[config.mk]
export PLATFORM = sky130hd
export DESIGN_NAME = dct_top
export DESIGN_NICKNAME = d
export VERILOG_FILES = /design/src/hdl/dct_pkg.sv /design/src/hdl/dct_regs.sv /design/src/hdl/dct_top.sv
export SDC_FILE = /design/constraint.sdc
export NUM_CORES = 1
export LEC_CHECK = 0
export BUFFER_PORTS_ARGS = -buffer_cell sky130_fd_sc_hd__buf_2
export CORE_UTILIZATION = 52
export DETAILED_ROUTE_END_ITERATION = 12
export PLACE_DENSITY_LB_ADDON = 0.08
export SLEW_MARGIN = 10
export SYNTH_ARGS = -nofsm -noshare
export SYNTH_HDL_FRONTEND = slang
export SYNTH_SLANG_ARGS = --single-unit
[constraint.sdc]
create_clock -name clk -period 1.9 [get_ports clk]
set_clock_uncertainty 0.15 [all_clocks]
set_input_delay 0.38 -clock clk [delete_from_list [all_inputs] [get_ports clk]]
set_output_delay 0.38 -clock clk [all_outputs]
set_load 0.05 [all_outputs]
[src/hdl/dct_pkg.sv]
// Package for the DRAM timing and register port block: constants and types.
// Assumes a single processor bus clock and a synchronous active-low reset copy.
// Functional notes
// EDO moves column address half clock after column strobe; FPM holds it a cycle
// FPM reads: first access two or three waits, burst beats one wait each
// EDO reads also allow zero-wait burst beats after two-wait first access
// Writes: two clocks row-to-column strobe at two waits; three waits selectable
// Writes also accept one wait on every beat including the first
// Delayed address strobe adds one clock before the row strobe
// Config bit 15 set selects FPM sequencing, clear selects EDO
// Software sets bit 10 according to processor variant at high clock rates
// Config bit 10 registers the address strobe one extra clock before use
// Register port is an 8-bit device, one byte per bus beat
// Burst reads and writes move the 16-bit config word in one instruction
// Register reads wait 3,2,2,2; register writes wait 2,1,1,1
// Port leaves idle on strobe and select, branches on direction, loops on last-beat
// Ready driven in transfer state; internal flag raised one state earlier
// Write transfer decodes two byte-select lines into one of four load enables
// Reads mux the addressed byte by byte-select lines onto the data bus
// Data output enable only during reads, delayed to avoid transceiver contention
// Outside logic drives transceiver direction and active-low enable
// After final beat, return idle, drop ready, enables and output enable in one clock
package dct_pkg;

    localparam int DATA_W = 8;
    localparam int NREG   = 4;

    // Configuration word layout
    localparam int CFG_FPM_BIT       = 15;
    localparam int CFG_ADS_DLY_BIT   = 10;
    localparam int CFG_WR_FIRST3_BIT = 4;
    localparam int CFG_WR_FIRST2_BIT = 5;
    localparam int CFG_RD_BURST1_BIT = 2;
    localparam int CFG_RD_FIRST3_BIT = 0;

    // Slowest wait states, address strobe delay off, until software programs the word
    localparam logic [15:0] CFG_RESET = 16'h8037;
    localparam logic [7:0]  REG_RESET = 8'h00;

    // Register indices on the byte-select lines
    localparam logic [1:0] IDX_CFG_LO = 2'h0;
    localparam logic [1:0] IDX_CFG_HI = 2'h1;

    // Register port wait profiles
    localparam logic [1:0] PORT_RD_FIRST = 2'h3;
    localparam logic [1:0] PORT_RD_NEXT  = 2'h2;
    localparam logic [1:0] PORT_WR_FIRST = 2'h2;
    localparam logic [1:0] PORT_WR_NEXT  = 2'h1;

    typedef enum logic [2:0] {
        P_IDLE = 3'b001,
        P_WAIT = 3'b010,
        P_XFER = 3'b100
    } dct_port_st_t;

    typedef enum logic [4:0] {
        D_IDLE  = 5'b00001,
        D_DELAY = 5'b00010,
        D_ROW   = 5'b00100,
        D_COL   = 5'b01000,
        D_PRE   = 5'b10000
    } dct_dram_st_t;

endpackage : dct_pkg

[src/hdl/dct_regs.sv]
// Four byte-wide internal registers with one load enable each.
// Read data come out of a register, selected by the byte-select lines.
`timescale 1ns/1ps
module dct_regs
    import dct_pkg::*;
#(
    parameter int W = DATA_W,
    parameter int N = NREG
) (
    input  wire logic             clk,
    input  wire logic             rst_n,
    input  wire logic [N-1:0]     wr_en,
    input  wire logic [W-1:0]     wdata,
    input  wire logic [1:0]       rsel,
    output logic      [W-1:0]     rdata,
    output logic      [2*W-1:0]   cfg
);

    logic [W-1:0] mem_reg  [N];
    logic [W-1:0] mem_next [N];
    logic [W-1:0] rdata_reg;
    logic [W-1:0] rdata_next;

    always_comb begin
        for (int i = 0; i < N; i++) begin
            mem_next[i] = wr_en[i] ? wdata : mem_reg[i];
        end
        rdata_next = mem_reg[rsel];
    end

    always_ff @(posedge clk or negedge rst_n) begin
        if (!rst_n) begin
            for (int i = 0; i < N; i++) begin
                mem_reg[i] <= REG_RESET;
            end
            mem_reg[IDX_CFG_LO] <= CFG_RESET[7:0];
            mem_reg[IDX_CFG_HI] <= CFG_RESET[15:8];
            rdata_reg <= REG_RESET;
        end else begin
            for (int i = 0; i < N; i++) begin
                mem_reg[i] <= mem_next[i];
            end
            rdata_reg <= rdata_next;
        end
    end

    assign rdata = rdata_reg;
    assign cfg   = {mem_reg[IDX_CFG_HI], mem_reg[IDX_CFG_LO]};

endmodule : dct_regs

[src/hdl/dct_top.sv]
// DRAM access timing sequencer and 8-bit internal register port.
// Assumes all inputs are synchronous to clk and the DRAM address mux is outside.
`timescale 1ns/1ps
module dct_top
    import dct_pkg::*;
(
    input  wire logic              clk,
    input  wire logic              rst_n,
    input  wire logic              addr_strobe_n,
    input  wire logic              port_sel,
    input  wire logic              dram_sel,
    input  wire logic              wr_rd,
    input  wire logic              last_beat_n,
    input  wire logic              byte_sel1_n,
    input  wire logic              byte_sel0_n,
    input  wire logic [DATA_W-1:0] data_in,
    output logic      [DATA_W-1:0] data_out,
    output logic                   data_oe_n,
    output logic                   ready_n,
    output logic                   dram_ras_n,
    output logic                   dram_cas_n,
    output logic                   dram_col_sel,
    output logic                   dram_col_adv,
    output logic                   dram_edo_mode
);

    // Reset release
    logic       rst_s1_reg;
    logic       rst_s2_reg;
    logic       srst_n;

    always_ff @(posedge clk or negedge rst_n) begin
        if (!rst_n) begin
            rst_s1_reg <= 1'b0;
            rst_s2_reg <= 1'b0;
        end else begin
            rst_s1_reg <= 1'b1;
            rst_s2_reg <= rst_s1_reg;
        end
    end

    assign srst_n = rst_s2_reg;

    // Register file
    logic [NREG-1:0]   wr_en;
    logic [DATA_W-1:0] rd_byte;
    logic [15:0]       cfg;
    logic [1:0]        bsel;

    assign bsel = {byte_sel1_n, byte_sel0_n};

    dct_regs #(
        .W (DATA_W),
        .N (NREG)
    ) u_regs (
        .clk   (clk),
        .rst_n (srst_n),
        .wr_en (wr_en),
        .wdata (data_in),
        .rsel  (bsel),
        .rdata (rd_byte),
        .cfg   (cfg)
    );

    // Register access port
    dct_port_st_t p_st_reg;
    dct_port_st_t p_st_next;
    logic [1:0]   p_cnt_reg;
    logic [1:0]   p_cnt_next;
    logic         p_wr_reg;
    logic         p_wr_next;
    logic         p_oe_n_reg;
    logic         p_oe_n_next;
    logic         p_rdy_next;
    logic         xfer_ahead;
    logic         in_xfer_state;

    assign in_xfer_state = (p_st_reg == P_XFER);

    always_comb begin
        p_st_next  = p_st_reg;
        p_cnt_next = p_cnt_reg;
        p_wr_next  = p_wr_reg;
        case (p_st_reg)
            P_IDLE: begin
                if (!addr_strobe_n && port_sel) begin
                    p_st_next  = P_WAIT;
                    p_wr_next  = wr_rd;
                    p_cnt_next = wr_rd ? PORT_WR_FIRST : PORT_RD_FIRST;
                end
            end
            P_WAIT: begin
                p_cnt_next = p_cnt_reg - 2'h1;
                if (p_cnt_reg == 2'h1) begin
                    p_st_next = P_XFER;
                end
            end
            P_XFER: begin
                if (last_beat_n) begin
                    p_st_next  = P_WAIT;
                    p_cnt_next = p_wr_reg ? PORT_WR_NEXT : PORT_RD_NEXT;
                end else begin
                    p_st_next = P_IDLE;
                end
            end
            default: begin
                p_st_next = P_IDLE;
            end
        endcase
        xfer_ahead = (p_st_next == P_XFER);
        p_rdy_next = xfer_ahead;
        // Wait one cycle after the strobe so the transceiver has turned off
        p_oe_n_next = !(!p_wr_next && p_st_reg != P_IDLE && p_st_next != P_IDLE);
    end

    always_ff @(posedge clk or negedge srst_n) begin
        if (!srst_n) begin
            p_st_reg   <= P_IDLE;
            p_cnt_reg  <= 2'h0;
            p_wr_reg   <= 1'b0;
            p_oe_n_reg <= 1'b1;
        end else begin
            p_st_reg   <= p_st_next;
            p_cnt_reg  <= p_cnt_next;
            p_wr_reg   <= p_wr_next;
            p_oe_n_reg <= p_oe_n_next;
        end
    end

    // One load enable per byte, only in a write transfer
    always_comb begin
        wr_en = '0;
        if (in_xfer_state && p_wr_reg) begin
            wr_en[bsel] = 1'b1;
        end
    end

    // Configuration fields
    logic       fpm;
    logic       ads_dly;
    logic [1:0] rd_first;
    logic [1:0] rd_burst;
    logic [1:0] wr_first;

    always_comb begin
        fpm      = cfg[CFG_FPM_BIT];
        ads_dly  = cfg[CFG_ADS_DLY_BIT];
        rd_first = cfg[CFG_RD_FIRST3_BIT] ? 2'h3 : 2'h2;
        // FPM always needs the precharge wait between beats
        rd_burst = (cfg[CFG_RD_BURST1_BIT] || fpm) ? 2'h1 : 2'h0;
        if (cfg[CFG_WR_FIRST3_BIT]) begin
            wr_first = 2'h3;
        end else if (cfg[CFG_WR_FIRST2_BIT]) begin
            wr_first = 2'h2;
        end else begin
            wr_first = 2'h1;
        end
    end

    // Address strobe, optionally held back one clock
    logic ads_d_reg;
    logic ads_d_next;
    logic dsel_d_reg;
    logic dsel_d_next;
    logic dstart;

    always_comb begin
        ads_d_next  = !addr_strobe_n;
        dsel_d_next = dram_sel;
    end

    always_ff @(posedge clk or negedge srst_n) begin
        if (!srst_n) begin
            ads_d_reg  <= 1'b0;
            dsel_d_reg <= 1'b0;
        end else begin
            ads_d_reg  <= ads_d_next;
            dsel_d_reg <= dsel_d_next;
        end
    end

    // DRAM sequencer
    dct_dram_st_t d_st_reg;
    dct_dram_st_t d_st_next;
    logic [1:0]   d_cnt_reg;
    logic [1:0]   d_cnt_next;
    logic         d_wr_reg;
    logic         d_wr_next;
    logic         ras_n_reg;
    logic         ras_n_next;
    logic         cas_n_reg;
    logic         cas_n_next;
    logic         csel_reg;
    logic         csel_next;
    logic         cadv_reg;
    logic         cadv_next;
    logic         d_rdy_next;
    logic         edo_reg;
    logic         edo_next;
    logic [1:0]   first_w;

    assign dstart  = (!addr_strobe_n && dram_sel);
    assign first_w = wr_rd ? wr_first : rd_first;

    always_comb begin
        d_st_next  = d_st_reg;
        d_cnt_next = d_cnt_reg;
        d_wr_next  = d_wr_reg;
        cadv_next  = 1'b0;
        case (d_st_reg)
            D_IDLE: begin
                if (ads_dly ? (ads_d_reg && dsel_d_reg) : dstart) begin
                    d_st_next  = D_ROW;
                    d_wr_next  = wr_rd;
                    // Strobe seen one clock late already costs the extra wait
                    d_cnt_next = first_w;
                end else if (ads_dly && dstart) begin
                    d_st_next = D_DELAY;
                    d_wr_next = wr_rd;
                end
            end
            D_DELAY: begin
                d_st_next  = D_ROW;
                d_cnt_next = d_wr_reg ? wr_first : rd_first;
            end
            D_ROW: begin
                d_cnt_next = d_cnt_reg - 2'h1;
                if (d_cnt_reg == 2'h1) begin
                    d_st_next = D_COL;
                    // EDO steps the column mid-way through the first strobe cycle too
                    cadv_next = !fpm;
                end
            end
            D_COL: begin
                if (!last_beat_n) begin
                    d_st_next = D_IDLE;
                end else if (!d_wr_reg && rd_burst == 2'h0) begin
                    cadv_next = 1'b1;
                end else begin
                    d_st_next = D_PRE;
                    cadv_next = fpm;
                end
            end
            D_PRE: begin
                d_st_next = D_COL;
                cadv_next = !fpm;
            end
            default: begin
                d_st_next = D_IDLE;
            end
        endcase
        // Delay state waits for the late strobe, so no row strobe yet
        ras_n_next = (d_st_next == D_IDLE || d_st_next == D_DELAY);
        cas_n_next = (d_st_next != D_COL);
        csel_next  = (d_st_next == D_COL || d_st_next == D_PRE);
        d_rdy_next = (d_st_next == D_COL);
        edo_next   = !fpm;
    end

    always_ff @(posedge clk or negedge srst_n) begin
        if (!srst_n) begin
            d_st_reg  <= D_IDLE;
            d_cnt_reg <= 2'h0;
            d_wr_reg  <= 1'b0;
            ras_n_reg <= 1'b1;
            cas_n_reg <= 1'b1;
            csel_reg  <= 1'b0;
            cadv_reg  <= 1'b0;
            edo_reg   <= 1'b0;
        end else begin
            d_st_reg  <= d_st_next;
            d_cnt_reg <= d_cnt_next;
            d_wr_reg  <= d_wr_next;
            ras_n_reg <= ras_n_next;
            cas_n_reg <= cas_n_next;
            csel_reg  <= csel_next;
            cadv_reg  <= cadv_next;
            edo_reg   <= edo_next;
        end
    end

    // Ready merged ahead of the flop so the pin is a register output
    logic rdy_n_reg;
    logic rdy_n_next;

    always_comb begin
        rdy_n_next = !(p_rdy_next || d_rdy_next);
    end

    always_ff @(posedge clk or negedge srst_n) begin
        if (!srst_n) begin
            rdy_n_reg <= 1'b1;
        end else begin
            rdy_n_reg <= rdy_n_next;
        end
    end

    // Both masters share the ready line; selects never overlap
    assign ready_n       = rdy_n_reg;
    assign data_out      = rd_byte;
    assign data_oe_n     = p_oe_n_reg;
    assign dram_ras_n    = ras_n_reg;
    assign dram_cas_n    = cas_n_reg;
    assign dram_col_sel  = csel_reg;
    assign dram_col_adv  = cadv_reg;
    assign dram_edo_mode = edo_reg;

endmodule : dct_top

### After elaboration in Yosys (flattened, before gate mapping)

Index checks and enable logic that the tools add are counted.
Widths: inputs -> output; s select.

| storage, ports and cells | value |
|---|---|
| input port bits | 17 |
| flip-flop bits (word level) | 65 |
| logic and storage cells | 113 |

| cells by class | value |
|---|---|
| add/subtract/negate cells | 2 |
| magnitude comparators | 3 |
| equal/unequal tests | 21 |
| reduce and logical (&&, ||, !) cells | 26 |
| bitwise gates (word level) | 1 |
| multiplexer cells | 38 |

Operators by type and width:

| operator | number |
|---|---|
| $mux 5 | 5 |
| $pmux 5 s5 | 1 |
| $mux 2 | 9 |
| $bmux 8 s2 | 1 |
| $mux 8 | 2 |
| $mux 1 | 12 |
| $pmux 2 s3 | 2 |
| $eq 5x1->1 const B | 2 |
| $eq 5x2->1 const B | 2 |
| $eq 5x4->1 const B | 2 |
| $eq 5x5->1 const B | 2 |
| $logic_and 1x1->1 | 9 |
| $pmux 3 s3 | 1 |
| $eq 3x3->1 const B | 2 |
| $logic_not 1->1 | 6 |
| $mux 3 | 2 |
| $ne 2x2->1 const B | 3 |
| $ne 3x1->1 const B | 2 |
| $reduce_bool 3->1 | 2 |
| $eq 5x3->1 const B | 1 |
| $ne 5x4->1 const B | 1 |
| $eq 2x1->1 const B | 2 |
| $logic_or 1x1->1 | 4 |
| $mux 4 | 1 |
| other kinds (13) | 15 |

### Depth between registers and ports, before layout

| logic depth | value |
|---|---|
| depth in word-level cells | 10 |
| mapped depth | 6 |
| mapped depth without buffers | 6 |

### Modules after synthesis

Synthesis repeated with hierarchy kept, for this count alone.

| second synthesis, totals | value |
|---|---|
| cell total of the unflattened synthesis | 224 |
| area total of the unflattened synthesis | 3020.4 um2 |

Modules (own cells, without submodules):

| module | seq. area each (um2) | area each (um2) | times used | cells each |
|---|---|---|---|---|
| dct_regs | 1008.5 | 1705.4 | 1 | 102 |
| dct_top | 633.1 | 1315.0 | 1 | 122 |

### Least setup slack after synthesis

Ideal clock, no wire load.

| timing | value |
|---|---|
| path kind | reg2reg |
| start | register p_st_reg[0] |
| end | register p_cnt_reg[0] |
| arrival | 1.386 ns |
| buffers on the path | 1 |
| cell stages (with the launch flop) | 6 |
| required time | 1.625 ns |
| path slack | 0.240 ns |
| library setup time | 0.125 ns |
| cells stage by stage | dfstp_2 buf_4 nand2_1 nor4_1 nor2_1 mux2_2 |

| on the way | value |
|---|---|
| longest elaborated chain between the ends | 3 |

Ends and longest elaborated chain:

| element | RTL line | source |
|---|---|---|
| start, declared | dct_top.sv:66 | `dct_port_st_t p_st_reg;` |
| start signal, assigned | dct_top.sv:123 | `p_st_reg <= p_st_next;` |
| $eq 3x1->1, or another cell as far along | dct_top.sv:84 | `case (p_st_reg)` |
| $ne 2x2->1 (no source line) or $reduce_bool 3->1 (tied branches) | - |  |
| $reduce_and 3->1 (no source line) | - |  |
| end signal, assigned | dct_top.sv:124 | `p_cnt_reg <= p_cnt_next;` |
| end, declared | dct_top.sv:68 | `logic [1:0] p_cnt_reg;` |

Parallel ways exist; a longest one is shown, timed or not.
A chain may end at the register's enable or synchronous reset.

### Final worst setup path

| timing | value |
|---|---|
| start | register d_st_reg[4] |
| end | register d_cnt_reg[0] |

| on the way | value |
|---|---|
| longest elaborated chain between the ends | 3 |

Ends and longest elaborated chain:

| element | RTL line | source |
|---|---|---|
| start, declared | dct_top.sv:183 | `dct_dram_st_t d_st_reg;` |
| start signal, assigned | dct_top.sv:271 | `d_st_reg <= d_st_next;` |
| $eq 5x1->1, or another cell as far along | dct_top.sv:210 | `case (d_st_reg)` |
| $ne 2x2->1 (no source line) or $reduce_bool 3->1 (tied branches) | - |  |
| $reduce_and 2->1 (no source line) | - |  |
| end signal, assigned | dct_top.sv:272 | `d_cnt_reg <= d_cnt_next;` |
| end, declared | dct_top.sv:185 | `logic [1:0] d_cnt_reg;` |

Parallel ways exist; a longest one is shown, timed or not.

==> summary.txt <==
Cells and area
  • Nets: 271
  • Synth-to-layout area growth: 17.5%
  • Reg area: 1640 sq um
  • Area of the multi-input gates: 1170 sq um
  • # fillers: 387
  • Fin cells: 327
  • Ant. Diodes: 0
  • Share of layout cells above drive strength 1: 45.9%

Timing
  • Min cycle time layout: 1.81 ns
  • Slew Limit Fails: 0
  • Unrepaired setup endpoints after global routing: no
  • Period utilization: 95.0%
  • Hold Vio Cnt, Final: 0
  • Final setup vio count: 0
  • TNS Setup: 0 ns
  • Peak Freq: 554 MHz

Floorplanning
  • Die X: 76.3 um
  • # rows: 26
  • Top Ports: 32
  • Initial Util: 55.2%
  • Die Area: 5830 sq um
  • Std-Cell Core Area: 5200 sq um
  • Die height: 76.3 um

Synth
  • Synth Area in Simple Gates: 12.8%
  • Compound-Gate Fraction of Synth Area: 5.75%
  • Post-synth ARST share: 100%
  • Main combinational cell family by area after synthesis: multiplexers
  • Distinct cells, synth: 45
  • Yosys Warn Count: 0
  • Syn_nets: 227
  • Ys flop type: dfrtp_1
  • Most common cell in the netlist: dfrtp_1
  • Number of synthesized register bits: 65
  • Syn Inst Count: 208
  • Multiplexer share of the synthesized area: 20.7%
  • Register area share after synthesis: 57.1%
  • Largest area contributor in the netlist: dfrtp_1
  • Xor and xnor area share after synthesis: 0.610%
  • Post-synthesis adder-cell area fraction: 0.871%
  • Yosys top cell area share: 46.2%
  • Number of flops mapped to enable cells by yosys: 0
  • Ranking of synthesized cells by area: dfrtp_1, mux2_2, dfstp_2
  • Commonest cells post-synth: dfrtp_1, mux2_2, dfstp_2, nand2_1, nor2_1
  • Synth Area per Inst: 13.8 sq um
  • Mapped cell area: 2870 sq um

Setup path
  • WS Path Type: reg -> reg
  • Critical path endpoint category: flip-flop
  • R2R Path End: d_cnt_reg[0]
  • Worst R2R Setup Slack: 0.09 ns
  • Launching point of the worst reg2reg path: d_st_reg[4]
  • CP Data Arrival Time: 1.87 ns
  • Worst Path Max Fanout: 9
  • Required @ worst endpoint: 1.97 ns
  • Reg2Reg Depth: 3
  • Critical path startpoint category: flip-flop

Place
  • Post-DP HPWL: 3690 um
  • Inst Count DP: 310
  • Number of I/O port buffers: 31
  • Placer Congestion: 0.828

Global route
  • Total track usage: 20.6%
  • Initial antenna violation count: 0
  • Vias in the first global route: 1971
  • Pin count of the biggest net entering global routing: 64
  • Total gr overflow: 0
  • First-pass GRT wire length: 9140 um

Clocking
  • H-tree levels: 3
  • CTS Sinks: 65
  • Number of buffers created by CTS: 9
  • CTS max path bufs: 2
  • Clk_lat worst skew: 0.33 ns
  • CTS tree: yes
  • # resized after CTS: 0
  • Clock root cell: clkbuf_8
  • Clk pin slew, worst setup/hold paths: 0.07 ns

Min path
  • Hold endpoint: dsel_d_reg
  • Hold_sp: dram_sel
  • Hold WC Path Type: in -> reg
  • Hold depth: 1

Power and ir drop
  • Internal: 2.48 mW
  • Clock power frac: 36.5%
  • Psw: 0.975 mW
  • PwrDens: 1020 nW/um^2
  • Leakage: 1.61 nW
  • Net Sw Frac: 28.2%
  • Combinational share of power: 16.4%
  • Sequential Power Share: 47.2%
  • Maximum vdd drop: 582 uV

Routing
  • Met2 routed WL: 2620 um
  • Top Metal Used: met4
  • DR vias: 1819
  • Met3 wire len: 226 um
  • M1 WL: 2400 um
  • Vias per cell: 5.56
  • DR pass1 iterations: 4
  • Drt drc: 0
  • Initial drt markers: 121
  • Total Wirelength: 5330 um
  • WL/cell: 16.3 um
  • Final ANT Viol Nets: 0

Outcome
  • Status: finished clean

Run
  • Max-Cap Viols: 0
## worst max path at each step
stage                     cells past startpoint  slack, ns           from           end
final                                         3       0.09    d_st_reg[4]  d_cnt_reg[0]
after CTS                                     3       0.12    d_st_reg[4]  d_cnt_reg[0]
after global routing                          4       0.04    d_st_reg[2]  d_cnt_reg[0]
after global placement                        5       0.16  addr_strobe_n  d_cnt_reg[0]
after floorplan                               5       0.24    p_st_reg[0]  p_cnt_reg[0]
after detailed placement                      5       0.10  addr_strobe_n  d_cnt_reg[0]
## logic make-up after synthesis
family / count (synthesis)
compound gates: 25
xor+xnor: 2
fa+ha+maj: 2
buf+inv: 12
flops: 65
mux: 45
other cells: 1
simple gates: 56
## final cells by class
class,count,area share [%]
clock buffers,9,3.67
clock inverters,7,2.82
inverters,6,0.667
multi-input cells,131,34.8
flip-flops and latches,65,48.7
well taps,70,2.59
repair buffers,39,6.82
## critical path, stage by stage (launching register included)
cell and delay (ns):
dfrtp_1 0.46, or3_1 0.44, o22ai_1 0.27, mux2_2 0.37
## stage by stage
stage	power (mW)	hold WS [ns]	setup slack, ns	instance area, sq um	util (%)
finish	3.46	0.0399	0.0941	3380	64.9
CTS	3.49	0.0261	0.124	3380	64.9
detailed placement	2.22	0.0158	0.101	3150	60.5
global placement	2.19	0.0132	0.159	3150	60.5
floorplan	2.06	-0.0656	0.240	2870	-
global route	3.63	0.0378	0.0367	3380	64.9
## power groups by stage
stage | Clock (mW) | Combinational [mW] | Sequential [mW]
4_1_cts | 1.29 | 0.569 | 1.63
3_3_place_gp | 0 | 0.547 | 1.65
5_1_grt | 1.35 | 0.629 | 1.64
3_5_place_dp | 0 | 0.565 | 1.65
2_1_floorplan | 0 | 0.359 | 1.70
6_report | 1.26 | 0.567 | 1.63
## cell usage in the layout (no fill, tap or decap), drive strengths merged, types with 2 or more instances in the layout
cell and count:
mux4 8, dfrtp 53, buf 38, nor4 2, nand4b 3, a31oi 2, bufinv 2, ha 2
nor3 3, mux2 35, clkinvlp 4, nand2b 5, o22ai 3, nor2 10, dfstp 12, nand2 10
clkbuf 9, inv 6, o21ai 7, nor2b 3, nand3b 8, a21oi 5, mux2i 2, nand3 4
nor3b 3, o41ai 2
## layer usage
metal	global-route usage (%)	vias up
met5	0	-
met4	11.9	0
met3	5.03	9
met2	33.6	44
met1	25.1	914
li1	-	852
## timing repair
action / CTS / global route
hold buffers: 1 / 0
endpoints found under the hold margin: 2 / 0
setup buffers: 0 / 0
endpoints found under the setup margin: 0 / 0
(Power assumes the default switching activity.)
